===== src/hdl/alarm_log_pkg.sv =====
// Package: widths, reset values and carrier types for the alarm logbook and fault classifier.
// Assumes a single 200 MHz clock domain shared by detectors, console and power stage.
package alarm_log_pkg;

  localparam int LOG_DEPTH = 5;
  localparam int CODE_W = 8;
  localparam int COUNT_W = 8;
  localparam int HOURS_W = 24;
  localparam int TEMP_W = 8;
  localparam int IDX_W = 3;

  localparam logic [CODE_W-1:0] CODE_RESET = 8'h00;
  localparam logic [COUNT_W-1:0] COUNT_RESET = 8'h00;
  localparam logic [COUNT_W-1:0] COUNT_FIRST = 8'h01;
  localparam logic [COUNT_W-1:0] COUNT_MAX = 8'hFF;
  localparam logic [HOURS_W-1:0] HOURS_RESET = 24'h00_0000;
  localparam logic [TEMP_W-1:0] TEMP_RESET = 8'h00;
  localparam logic [IDX_W-1:0] IDX_RESET = 3'h0;
  localparam logic [IDX_W-1:0] IDX_LAST = 3'h4;
  localparam logic [IDX_W-1:0] FILL_FULL = 3'h5;

  typedef enum logic {
    FAULT_WARNING,
    FAULT_ALARM
  } fault_class_t;

  // Warning cause: operator sequence or derating condition
  typedef enum logic {
    WARN_SEQUENCE,
    WARN_DERATE
  } warn_kind_t;

  typedef struct packed {
    logic [CODE_W-1:0] code;
    fault_class_t cls;
    warn_kind_t kind;
  } fault_event_t;

  typedef struct packed {
    logic [CODE_W-1:0] code;
    logic [COUNT_W-1:0] count;
    logic [HOURS_W-1:0] hours;
    logic [TEMP_W-1:0] temp;
  } log_entry_t;

  typedef struct packed {
    logic bridge_enable;
    logic contactor_close;
    logic brake_release;
    logic derate;
    logic regen_stop;
  } power_cmd_t;

endpackage


===== src/hdl/fault_policy.sv =====
// Fault policy: turns the latched fault class into power stage commands.
// Assumes classification is done upstream; latched state is cleared by reset only.
`timescale 1ns/1ps
module fault_policy
  import alarm_log_pkg::*;
(
  input wire logic clk,
  input wire logic rst,
  input wire logic ce,
  input wire logic event_valid,
  input wire alarm_log_pkg::fault_event_t event_in,
  input wire logic stop_on_warning,
  input wire logic contactor_safe,
  output alarm_log_pkg::power_cmd_t cmd
);

  logic alarm_latched;
  logic warn_latched;
  logic is_alarm;
  logic is_warn;

  assign is_alarm = event_valid && (event_in.cls == FAULT_ALARM);
  assign is_warn = event_valid && (event_in.cls == FAULT_WARNING);

  always_ff @(posedge clk) begin
    if (rst) begin
      alarm_latched <= 1'b0;
      warn_latched <= 1'b0;
    end else if (ce) begin
      if (is_alarm) alarm_latched <= 1'b1;
      if (is_warn) warn_latched <= 1'b1;
    end
  end

  ////////////////////////////////////////////////////////////////////////
  // Commands registered so outputs never glitch
  always_ff @(posedge clk) begin
    if (rst) begin
      cmd <= '0;
    end else if (ce) begin
      // Alarm opens the bridge; contactor and brake only when the contactor path is sound
      cmd.bridge_enable <= !(alarm_latched || is_alarm);
      cmd.contactor_close <= !((alarm_latched || is_alarm) && contactor_safe);
      cmd.brake_release <= !((alarm_latched || is_alarm) && contactor_safe);
      // Warnings keep the bridge on, derate or regen stop only
      cmd.derate <= (warn_latched || is_warn) && !stop_on_warning;
      cmd.regen_stop <= (warn_latched || is_warn) && stop_on_warning;
    end
  end

endmodule // fault_policy


===== src/hdl/alarm_logbook_fault_classifier.sv =====
// Top: five-entry alarm logbook with repeat merging, plus fault classification into alarm or warning.
// Assumes detectors and console run on CLK; contactor health input is a pin and is synchronised.
`timescale 1ns/1ps

// Notes on behaviour
// - Logbook holds exactly five alarm entries
// - Full logbook drops oldest, records newest
// - Entry keeps code, count, hours, temperature
// - Repeat of newest alarm bumps its count
// - Alarm opens bridge; contactor and brake only if contactor path safe
// - Warning keeps bridge, derates or regen-stops
// - Sequence errors and derating are warnings unless flagged safety
module alarm_logbook_fault_classifier
  import alarm_log_pkg::*;
#(
  parameter int DEPTH = alarm_log_pkg::LOG_DEPTH
) (
  input wire logic CLK,
  input wire logic SYS_RST,
  input wire logic CE,
  input wire logic FAULT_VALID,
  input wire logic [alarm_log_pkg::CODE_W-1:0] FAULT_CODE,
  input wire logic FAULT_IS_SAFETY,
  input wire logic FAULT_IS_SEQUENCE,
  input wire logic FAULT_IS_DERATE,
  input wire logic [alarm_log_pkg::HOURS_W-1:0] HOUR_METER,
  input wire logic [alarm_log_pkg::TEMP_W-1:0] INVERTER_TEMP,
  input wire logic STOP_ON_WARNING,
  input wire logic CONTACTOR_SAFE_PIN,
  input wire logic [alarm_log_pkg::IDX_W-1:0] READ_AGE,
  output alarm_log_pkg::log_entry_t READ_ENTRY,
  output logic READ_VALID,
  output logic [alarm_log_pkg::IDX_W-1:0] LOG_FILL,
  output alarm_log_pkg::power_cmd_t POWER_CMD
);

  import alarm_log_pkg::*;

  ////////////////////////////////////////////////////////////////////////
  // Classification
  fault_event_t event_now;
  logic is_warning;

  // Sequence and derating faults open the power stage only when also flagged safety
  assign is_warning = (FAULT_IS_SEQUENCE || FAULT_IS_DERATE) && !FAULT_IS_SAFETY;
  assign event_now.code = FAULT_CODE;
  assign event_now.cls = is_warning ? FAULT_WARNING : FAULT_ALARM;
  assign event_now.kind = FAULT_IS_SEQUENCE ? WARN_SEQUENCE : WARN_DERATE;

  ////////////////////////////////////////////////////////////////////////
  // Contactor health pin synchroniser
  logic safe_meta;
  logic safe_sync;

  always_ff @(posedge CLK) begin
    if (SYS_RST) begin
      safe_meta <= 1'b0;
      safe_sync <= 1'b0;
    end else if (CE) begin
      safe_meta <= CONTACTOR_SAFE_PIN;
      safe_sync <= safe_meta;
    end
  end

  fault_policy u_policy (
    .clk(CLK),
    .rst(SYS_RST),
    .ce(CE),
    .event_valid(FAULT_VALID),
    .event_in(event_now),
    .stop_on_warning(STOP_ON_WARNING),
    .contactor_safe(safe_sync),
    .cmd(POWER_CMD)
  );

  ////////////////////////////////////////////////////////////////////////
  // Logbook storage, a circular buffer indexed by write pointer
  log_entry_t book [DEPTH];
  logic [IDX_W-1:0] wr_ptr;
  logic [IDX_W-1:0] fill;

  function automatic logic [IDX_W-1:0] wrap_inc(input logic [IDX_W-1:0] p);
    return (p == IDX_W'(DEPTH - 1)) ? IDX_RESET : IDX_W'(p + 1'b1);
  endfunction

  function automatic logic [IDX_W-1:0] wrap_back(input logic [IDX_W-1:0] p, input logic [IDX_W-1:0] n);
    logic [IDX_W:0] t;
    t = {1'b0, p} + (IDX_W+1)'(DEPTH) - {1'b0, n};
    if (t >= (IDX_W+1)'(DEPTH)) t = t - (IDX_W+1)'(DEPTH);
    return t[IDX_W-1:0];
  endfunction

  logic [IDX_W-1:0] newest_idx;
  logic repeat_hit;
  logic do_merge;
  logic do_alloc;
  logic count_sat;

  // Only alarms are logged; warnings affect performance only
  assign newest_idx = wrap_back(wr_ptr, 3'h1);
  assign repeat_hit = (fill != IDX_RESET) && (book[newest_idx].code == FAULT_CODE);
  assign do_merge = CE && FAULT_VALID && !is_warning && repeat_hit;
  assign do_alloc = CE && FAULT_VALID && !is_warning && !repeat_hit;
  assign count_sat = (book[newest_idx].count == COUNT_MAX);

  always_ff @(posedge CLK) begin
    if (SYS_RST) begin
      wr_ptr <= IDX_RESET;
      fill <= IDX_RESET;
    end else if (do_alloc) begin
      // Oldest slot is overwritten once full, pointer just keeps wrapping
      wr_ptr <= wrap_inc(wr_ptr);
      fill <= (fill == FILL_FULL) ? FILL_FULL : IDX_W'(fill + 1'b1);
    end
  end

  // Hours and temperature kept from the first occurrence only
  always_ff @(posedge CLK) begin
    if (SYS_RST) begin
      for (int i = 0; i < DEPTH; i++) begin
        book[i] <= '{CODE_RESET, COUNT_RESET, HOURS_RESET, TEMP_RESET};
      end
    end else if (do_alloc) begin
      book[wr_ptr] <= '{FAULT_CODE, COUNT_FIRST, HOUR_METER, INVERTER_TEMP};
    end else if (do_merge && !count_sat) begin
      book[newest_idx].count <= COUNT_W'(book[newest_idx].count + 1'b1);
    end
  end

  ////////////////////////////////////////////////////////////////////////
  // Console read port: age 0 is newest
  logic read_ok;
  logic [IDX_W-1:0] read_idx;

  assign read_ok = READ_AGE < fill;
  assign read_idx = wrap_back(wr_ptr, IDX_W'(READ_AGE + 1'b1));

  always_ff @(posedge CLK) begin
    if (SYS_RST) begin
      READ_ENTRY <= '0;
      READ_VALID <= 1'b0;
      LOG_FILL <= IDX_RESET;
    end else if (CE) begin
      READ_ENTRY <= read_ok ? book[read_idx] : '0;
      READ_VALID <= read_ok;
      LOG_FILL <= fill;
    end
  end

endmodule // alarm_logbook_fault_classifier


===== config.mk =====
export PLATFORM = sky130hd
export DESIGN_NAME = alarm_logbook_fault_classifier
export DESIGN_NICKNAME = d
export VERILOG_FILES = /design/src/hdl/alarm_log_pkg.sv /design/src/hdl/fault_policy.sv /design/src/hdl/alarm_logbook_fault_classifier.sv
export SDC_FILE = /design/constraint.sdc
export NUM_CORES = 1
export LEC_CHECK = 0
export BUFFER_PORTS_ARGS = -buffer_cell sky130_fd_sc_hd__buf_4
export CELL_PAD_IN_SITES_DETAIL_PLACEMENT = 1
export CELL_PAD_IN_SITES_GLOBAL_PLACEMENT = 2
export CORE_AREA = 2 2 275 277
export DETAILED_ROUTE_END_ITERATION = 8
export DIE_AREA = 0 0 277 279
export GPL_TIMING_DRIVEN = 1
export PLACE_DENSITY = 0.57
export SLEW_MARGIN = 20
export SYNTH_ARGS = -nofsm -noshare
export SYNTH_HDL_FRONTEND = slang
export SYNTH_SLANG_ARGS = --single-unit

===== constraint.sdc =====
create_clock -name CLK -period 11.2 [get_ports CLK]
set_input_delay 2.24 -clock CLK [delete_from_list [all_inputs] [get_ports CLK]]
set_output_delay 2.24 -clock CLK [all_outputs]
set_load 0.02 [all_outputs]

==> tab_implementation.tex, run 1 <==
\begin{tabular}{lr}
\hline
Metric & Value \\
\hline
\multicolumn{2}{l}{\textbf{Worst hold path}} \\
\quad Origin of the worst min-delay path & u\_policy.warn\_latched\$\_SDFFE\_PP0P\_ \\
\quad Worst min-delay path endpoint & u\_policy.warn\_latched\$\_SDFFE\_PP0P\_ \\
\quad Worst Hold Path Cells & 1 \\
\quad Min-Delay Path Class & flip-flop to flip-flop \\
\multicolumn{2}{l}{\textbf{Pwr}} \\
\quad Total power density per cell area & 180 nW/um\^{}2 \\
\quad Power share of the sequential group & 40.9\% \\
\quad Net switching fraction of the power & 27.8\% \\
\quad Switch Pwr & 1.29 mW \\
\quad Internal power of the cells & around 3.3 mW \\
\quad Share of total power in combinational logic & 20.4\% \\
\quad Static Leak & 9.63 nW \\
\quad Clock network fraction of design power & 38.8\% \\
\quad Peak supply drop & 0.000112 V \\
\multicolumn{2}{l}{\textbf{Detailed routing}} \\
\quad Average wire length per cell after detail routing & 27.6 um \\
\quad Wire length after detailed routing & around 74 mm \\
\quad Routed via count & 14.5k \\
\quad DRC violation count after routing & 0 \\
\quad Post-DR vias/cell & 5.41 \\
\quad Count of routing violations after the opening detailed-route iteration & 1,005 \\
\quad Count of nets left with antenna violations after detail routing & 0 \\
\quad First-pass iteration count of the detailed router & 8 \\
\multicolumn{2}{l}{\textbf{Placed design}} \\
\quad Quantity of I/O buffers inserted on ports & between 100 and 150 \\
\quad Routability congestion estimate & a little under 0.8 \\
\quad Post-DP HPWL & between 40 and 50 mm \\
\multicolumn{2}{l}{\textbf{Synthesis}} \\
\quad Proportion of netlist area held by the largest area contributor & 52.3\% \\
\quad Synth top cells by count & 384 x sky130\_fd\_sc\_hd\_\_edfxtp\_1, 184 x sky130\_fd\_sc\_hd\_\_and3\_1, 104 x sky130\_fd\_sc\_hd\_\_mux4\_2 \\
\quad Syn Inst Count & about 1.6k \\
\quad Most common cell in the synthesized netlist & sky130\_fd\_sc\_hd\_\_edfxtp\_1 \\
\quad Flop and latch count out of synthesis & 450 \\
\quad Dominant cells by area after synthesis & sky130\_fd\_sc\_hd\_\_edfxtp\_1 52\%, sky130\_fd\_sc\_hd\_\_mux4\_2 11\%, sky130\_fd\_sc\_hd\_\_dfxtp\_1 6.0\% \\
\quad Number of warnings issued by yosys & 0 \\
\quad Async set or reset register ratio after synthesis & 0\% \\
\quad Post-synthesis instance area & roughly 22,000 um\^{}2 \\
\quad Count of cell types in the netlist & 80 \\
\quad Synth area leader & sky130\_fd\_sc\_hd\_\_edfxtp\_1 \\
\quad Sequential-to-total area share from yosys stat & 58.3\% \\
\quad Number of enable-type register cells in the synthesized netlist & 384 \\
\quad Average size of a mapped cell & 13.8 um\^{}2 \\
\quad Nets in the synthesized netlist & 1,663 \\
\quad Most used flip-flop cell after synthesis & sky130\_fd\_sc\_hd\_\_edfxtp\_1 \\
\multicolumn{2}{l}{\textbf{Critical path}} \\
\quad R2r endpoint & book[5][6]\$\_DFFE\_PP\_ \\
\quad Critical Path RT & 11.45 ns \\
\quad Critical path capture point type & flip-flop \\
\quad Series of cell instances along the critical path & clkinv\_1, ha\_4, buf\_4, and4bb\_2, nor2\_4, o2111ai\_1, a211o\_1, and3\_1, nor4b\_1, and4\_1, buf\_4, nand4\_1, a21oi\_4, buf\_4 \\
\quad Most frequent cell on the critical path & sky130\_fd\_sc\_hd\_\_buf\_4 \\
\quad Setup CP Type & flip-flop to flip-flop \\
\quad Data arrival time of the worst path & slightly above 8 ns \\
\quad FF-to-FF Start & wr\_ptr[1]\$\_SDFFE\_PP0P\_ \\
\quad Crit-path slowest cell & sky130\_fd\_sc\_hd\_\_and4\_1 \\
\quad Flop2flop setup slack & 3.24 ns \\
\quad Crit-path max cell delay & 0.78 ns \\
\quad Number of cell instances on the worst register-to-register path & 14 \\
\quad Biggest fanout along the worst timing path & 66 \\
\quad Critical path launch point type & flip-flop \\
\multicolumn{2}{l}{\textbf{Final layout}} \\
\quad Diode insertion count for antenna repair & 0 \\
\quad Share of cells above drive strength 1 & 23.1\% \\
\quad Final standard cell utilization of the core & about a third \\
\quad Final net count & about 1.7k \\
\quad \# fillers & roughly 7.7k \\
\quad Area growth from synthesis to layout & 16.8\% \\
\multicolumn{2}{l}{\textbf{Clocking}} \\
\quad Clock latency on the worst-skew pair & 0.63 ns \\
\quad CTS-repair resized insts & 0 \\
\quad Maximum clock path buffer count & 3 \\
\quad CTS Buf Count & between 50 and 60 \\
\quad \# hold bufs at CTS & 0 \\
\quad Register clock-pin slew on the reported worst setup and hold paths & 0.06 ns \\
\quad Clock sink total & 450 \\
\quad Clock root buffer master & sky130\_fd\_sc\_hd\_\_clkbuf\_16 \\
\quad Clock tree from TritonCTS & built \\
\quad H-tree depth & 2 \\
\quad Post-CTS Setup Repair Bufs & 0 \\
\multicolumn{2}{l}{\textbf{Timing}} \\
\quad Unrepaired setup endpoints after global routing & no \\
\quad Worst slew margin relative to its limit & around a third \\
\quad Post-layout minimum cycle time & just under 8 ns \\
\quad Transition time of the tightest slew-check pin & 1.01 ns \\
\quad Final max-slew violation count & 0 \\
\quad Hold violation count in the final report & 0 \\
\quad Final clock period utilization by the worst path & a little under three quarters \\
\quad Accumulated negative setup slack & 0 ns \\
\quad Post-Route Skew & 0.0301 ns \\
\quad Number of failing setup endpoints in the final timing report & 0 \\
\quad Highest clock rate & 126 MHz \\
\multicolumn{2}{l}{\textbf{Floorplanning}} \\
\quad Core outline area & roughly 74,000 um\^{}2 \\
\quad Total Die Area & around 77,000 um\^{}2 \\
\quad Starting utilization of the core area & 29.7\% \\
\quad Io pins & 109 \\
\quad X dimension of the die & 277 um \\
\quad Vert. Die Dim & $\sim$280 um \\
\quad Rows & 100 \\
\multicolumn{2}{l}{\textbf{Global routing}} \\
\quad Pin count of the biggest net entering global routing & 144 \\
\quad Number of antenna violations at the first check in global routing & 3 \\
\quad Via count of the first global-routing pass & about 16k \\
\quad Global-route total usage across every layer & 19.0\% \\
\quad Overall overflow remaining after global route & 0 \\
\quad Global-route wire length before repair & about 110 mm \\
\multicolumn{2}{l}{\textbf{Run}} \\
\quad Max-cap check violation count & 0 \\
\multicolumn{2}{l}{\textbf{Run status}} \\
\quad Status & completed \\
\hline
\end{tabular}
[placed cells by master, fill, tap and decap left out, drive strengths merged, types with 8 or more instances in the layout]
cell / Yosys / layout
a211o: 12 / 12
a21oi: 27 / 27
a22oi: 8 / 8
and2: 90 / 90
and3: 184 / 184
and4: 32 / 32
buf: 50 / 149
clkbuf: 84 / 75
clkinv: 2 / 18
dfxtp: 66 / 66
edfxtp: 384 / 384
ha: 13 / 13
inv: 66 / 66
mux2: 19 / 19
mux2i: 97 / 97
mux4: 104 / 104
nand2: 27 / 27
nand2b: 9 / 9
nand3: 19 / 19
nand4: 8 / 8
nor2: 33 / 33
nor3: 53 / 53
o2111ai: 10 / 10
o21ai: 25 / 25
o22ai: 55 / 55
or4: 12 / 12
xnor2: 13 / 13
[flip-flops by register name (all words and copies together), names as in the netlist]
signal	flops
READ_VALID	1
book	384
safe_sync	1
wr_ptr	3
u_policy.warn_latched	1
READ_ENTRY	48
LOG_FILL	3
u_policy.cmd	4
fill	3
safe_meta	1
u_policy.alarm_latched	1
[worst max-delay path, delay by kind of cell, from the launching register on]
kind	cells	cell delay [ns]
AND/OR/NAND/NOR	6	2.89
buffers and inverters	4	2.12
AO/OA/AOI/OAI	3	1.27
flip-flops	1	0.62
adder cells (fa/ha/maj)	1	0.61
[metrics by stage]
stage	hold WS (ns)	power [mW]	instances	worst slack, ns	area, um^2
floorplan	0.428	2.58	1597	3.14	22000
global placement	0.437	2.88	2580	3.48	23900
detailed placement	0.446	2.89	2581	3.25	23900
CTS	0.475	4.69	2679	3.22	25700
finish	0.467	4.63	2679	3.24	25700
global route	0.497	4.81	2679	2.72	25700
[worst max-delay path by stage]
stage	startpoint	end	slack (ns)	cells past startpoint
after floorplan	wr_ptr[1]$_SDFFE_PP0P_	book[6][32]$_DFFE_PP_	3.14	14
after global placement	wr_ptr[1]$_SDFFE_PP0P_	book[5][0]$_DFFE_PP_	3.48	14
after detailed placement	wr_ptr[1]$_SDFFE_PP0P_	book[5][0]$_DFFE_PP_	3.25	14
after CTS	wr_ptr[1]$_SDFFE_PP0P_	book[5][6]$_DFFE_PP_	3.22	14
after global routing	wr_ptr[1]$_SDFFE_PP0P_	book[5][6]$_DFFE_PP_	2.72	14
final	wr_ptr[1]$_SDFFE_PP0P_	book[5][6]$_DFFE_PP_	3.24	14
[power groups by stage]
| stage | clock, mW | sequential (mW) | combinational (mW) |
|---|---|---|---|
| after global routing | 1.89 | 1.89 | 1.02 |
| after floorplan | 0 | 1.93 | 0.642 |
| final | 1.79 | 1.89 | 0.943 |
| after CTS | 1.84 | 1.89 | 0.967 |
| after global placement | 0 | 1.92 | 0.955 |
| after detailed placement | 0 | 1.93 | 0.965 |
[cell families (layout without fill, tap and decap cells)]
logic type                 Yosys count  count (layout)  synth area share, %
muxes                              220             220                 16.0
AOI/OAI and AO/OA                  191             191                 6.13
DFF                                450             450                 58.3
and+or+nand+nor                    503             503                 14.0
buffers and inverters              202             315                 4.01
xor gates and xnor gates            17              17                0.676
adders and majority gates           14              14                0.829
[metal layers]
metal	wire length (um)	global-route usage, %	vias to the layer above
met5	33	0	-
met4	1720	5.43	4
met3	2890	2.23	103
met2	36000	32.4	358
met1	33200	25.6	7614
li1	-	-	6421
[final cells by class]
class	count	area [um^2]	share of cell area (%)
clock buffers	75	1480	5.75
clock inverters	23	318	1.24
inverters	68	256	0.997
multi-input cells	945	8480	33.0
flip-flops and latches	450	12900	50.0
well taps	969	1210	4.71
repair buffers	149	1130	4.38
Power figures use the tool's default switching activity.
==> inputs of run 2 (changes only) <==
- PLACE_DENSITY: 0.57 -> 0.59
- clock period: 11.2 -> 6.8 ns (I/O delays scaled with it)
==> tab_implementation.tex, run 2 (synthesized netlist as in run 1, its figures left out) <==
\begin{tabular}{lr}
\hline
Metric & Value \\
\hline
\multicolumn{2}{l}{\textbf{Clocking}} \\
\quad Clock tree from TritonCTS & built \\
\quad \# hold bufs at CTS & 0 \\
\quad CTS Buf Count & 52 \\
\quad Register clock-pin slew on the reported worst setup and hold paths & 0.07 ns \\
\quad H-tree depth & 2 \\
\quad CTS-repair resized insts & 0 \\
\quad Post-CTS Setup Repair Bufs & 0 \\
\quad Maximum clock path buffer count & 3 \\
\quad Clock latency on the worst-skew pair & 0.61 ns \\
\quad Clock root buffer master & sky130\_fd\_sc\_hd\_\_clkbuf\_16 \\
\quad Clock sink total & 450 \\
\multicolumn{2}{l}{\textbf{Floorplanning}} \\
\quad Io pins & 109 \\
\quad Core outline area & roughly 74,000 um\^{}2 \\
\quad Starting utilization of the core area & 29.7\% \\
\quad Rows & 100 \\
\quad Vert. Die Dim & 279 um \\
\quad X dimension of the die & 277 um \\
\quad Total Die Area & around 77,000 um\^{}2 \\
\multicolumn{2}{l}{\textbf{Detailed routing}} \\
\quad Post-DR vias/cell & roughly 5.4 \\
\quad Wire length after detailed routing & 74.1 mm \\
\quad Count of routing violations after the opening detailed-route iteration & 978 \\
\quad Routed via count & 14.7k \\
\quad First-pass iteration count of the detailed router & 5 \\
\quad Count of nets left with antenna violations after detail routing & 0 \\
\quad DRC violation count after routing & 0 \\
\quad Average wire length per cell after detail routing & 27.1 um \\
\multicolumn{2}{l}{\textbf{Final layout}} \\
\quad Most used cells in the layout excluding fill and tap cells & 384 x sky130\_fd\_sc\_hd\_\_edfxtp\_1, 184 x sky130\_fd\_sc\_hd\_\_and3\_1, 171 x sky130\_fd\_sc\_hd\_\_buf\_4 \\
\quad Final standard cell utilization of the core & 35.6\% \\
\quad Final net count & 1,787 \\
\quad Most common library cell in the layout ignoring fill and taps & sky130\_fd\_sc\_hd\_\_edfxtp\_1 \\
\quad Share of cells above drive strength 1 & 25.1\% \\
\quad Top flop regs & book (384), READ\_ENTRY (48), u\_policy.cmd (4) \\
\quad Non-Filler Instances & 2,734 \\
\quad Post-layout instance area & 26,400 um\^{}2 \\
\quad Area growth from synthesis to layout & 19.7\% \\
\quad Reg with most FFs & book \\
\quad Largest register FFs & around 380 \\
\multicolumn{2}{l}{\textbf{Global routing}} \\
\quad Via count of the first global-routing pass & 15.6k \\
\quad Global-route wire length before repair & around 110 mm \\
\quad Global-route total usage across every layer & 19.1\% \\
\quad Pin count of the biggest net entering global routing & 144 \\
\quad Overall overflow remaining after global route & 0 \\
\quad Number of antenna violations at the first check in global routing & 3 \\
\multicolumn{2}{l}{\textbf{Pwr}} \\
\quad Peak supply drop & 0.000171 V \\
\quad Sum of internal, switching and leakage power & 7.46 mW \\
\quad Static Leak & 9.97 nW \\
\quad Total power density per cell area & around 280 nW/um\^{}2 \\
\multicolumn{2}{l}{\textbf{Critical path}} \\
\quad Series of cell instances along the critical path & clkinv\_1, ha\_4, buf\_4, and4bb\_2, nor2\_2, buf\_4, o2111ai\_1, nor3\_1, a211oi\_1, buf\_4, or3b\_4, o31ai\_4, o211ai\_1, buf\_4, a22oi\_1, buf\_4 \\
\quad Critical path capture point type & flip-flop \\
\quad Critical Path RT & 7.11 ns \\
\quad Crit-path max cell delay & $\sim$0.62 ns \\
\quad Critical path launch point type & flip-flop \\
\quad Setup CP Type & flip-flop to flip-flop \\
\quad Data arrival time of the worst path & 6.20 ns \\
\quad FF-to-FF Start & wr\_ptr[1]\$\_SDFFE\_PP0P\_ \\
\quad Crit-path slowest cell & sky130\_fd\_sc\_hd\_\_dfxtp\_1 \\
\quad Launch point of the critical path & wr\_ptr[1]\$\_SDFFE\_PP0P\_ \\
\quad Most frequent cell on the critical path & sky130\_fd\_sc\_hd\_\_buf\_4 \\
\quad Biggest fanout along the worst timing path & 28 \\
\multicolumn{2}{l}{\textbf{Timing}} \\
\quad Transition time of the tightest slew-check pin & 1.04 ns \\
\quad Post-Route Skew & 0.0203 ns \\
\quad Number of failing setup endpoints in the final timing report & 0 \\
\quad Post-layout minimum cycle time & 5.89 ns \\
\quad Unrepaired setup endpoints after global routing & no \\
\quad Worst slew margin relative to its limit & 30.1\% \\
\quad Final clock period utilization by the worst path & 86.6\% \\
\quad Highest clock rate & 170 MHz \\
\quad Hold violation count in the final report & 0 \\
\quad Final max-slew violation count & 0 \\
\multicolumn{2}{l}{\textbf{Placed design}} \\
\quad Number of placed instances, taps included & between 2k and 3k \\
\quad Quantity of I/O buffers inserted on ports & 108 \\
\quad Routability congestion estimate & 0.804 \\
\quad Post-DP HPWL & 46.4 mm \\
\quad DP Area & 24,700 um\^{}2 \\
\multicolumn{2}{l}{\textbf{Run}} \\
\quad Max-cap check violation count & 0 \\
\multicolumn{2}{l}{\textbf{Worst hold path}} \\
\quad Origin of the worst min-delay path & u\_policy.alarm\_latched\$\_SDFFE\_PP0P\_ \\
\quad Min-Delay Path Class & flip-flop to flip-flop \\
\multicolumn{2}{l}{\textbf{Run status}} \\
\quad Status & completed \\
\hline
\end{tabular}
==> run 2: power breakdown <==
group / internal (mW) / switching (mW) / leakage (nW)
combinational: 0.737 / 0.873 / 4.78
clock: 1.57 / 1.17 / 0.813
sequential: 3.07 / 0.0425 / 4.38
==> run 2: cell type report <==
| class | count | area [um^2] |
|---|---|---|
| Antenna cell | 1 | 2.50 |
| Clock buffer | 80 | 1510 |
| Clock inverter | 17 | 149 |
| Fill cell | 7706 | 47700 |
| Inverter | 68 | 255 |
| Multi-Input combinational cell | 945 | 8460 |
| Sequential cell | 450 | 12900 |
| Tap cell | 969 | 1210 |
| Timing Repair Buffer | 204 | 1940 |
==> run 2: critical path: cells and delay by family, from the launching register on <==
family / cells / cell delay (ns)
AO/OA/AOI/OAI: 5 / 1.14
buffers and inverters: 6 / 1.88
AND/OR/NAND/NOR: 4 / 1.51
adder cells (fa/ha/maj): 1 / 0.40
flip-flops: 1 / 0.62
==> run 2: worst paths after layout <==
check / cells past startpoint / to / slack (ns)
worst max-delay path: 16 / book[7][39]$_DFFE_PP_ / 0.91
worst min-delay path: 2 / u_policy.alarm_latched$_SDFFE_PP0P_ / 0.46
worst max register to register: 16 / book[7][39]$_DFFE_PP_ / 0.91
worst min register to register: 2 / u_policy.alarm_latched$_SDFFE_PP0P_ / 0.46
==> run 2: stage by stage <==
step,setup WS (ns),TNS (ns),hold slack [ns]
final,0.908,0,0.460
after CTS,0.907,0,0.469
after floorplan,-0.161,-12.89,0.428
after detailed placement,0.921,0,0.455
after global routing,0.679,0,0.481
after global placement,1.05,0,0.436
==> run 2: routing by layer <==
layer,up-vias,global-route usage [%],share of wire (%)
met5,-,0,0.045
met1,7769,25.4,44
met3,88,2.64,3.9
met4,4,3.86,1.5
li1,6521,-,-
met2,303,33.3,50
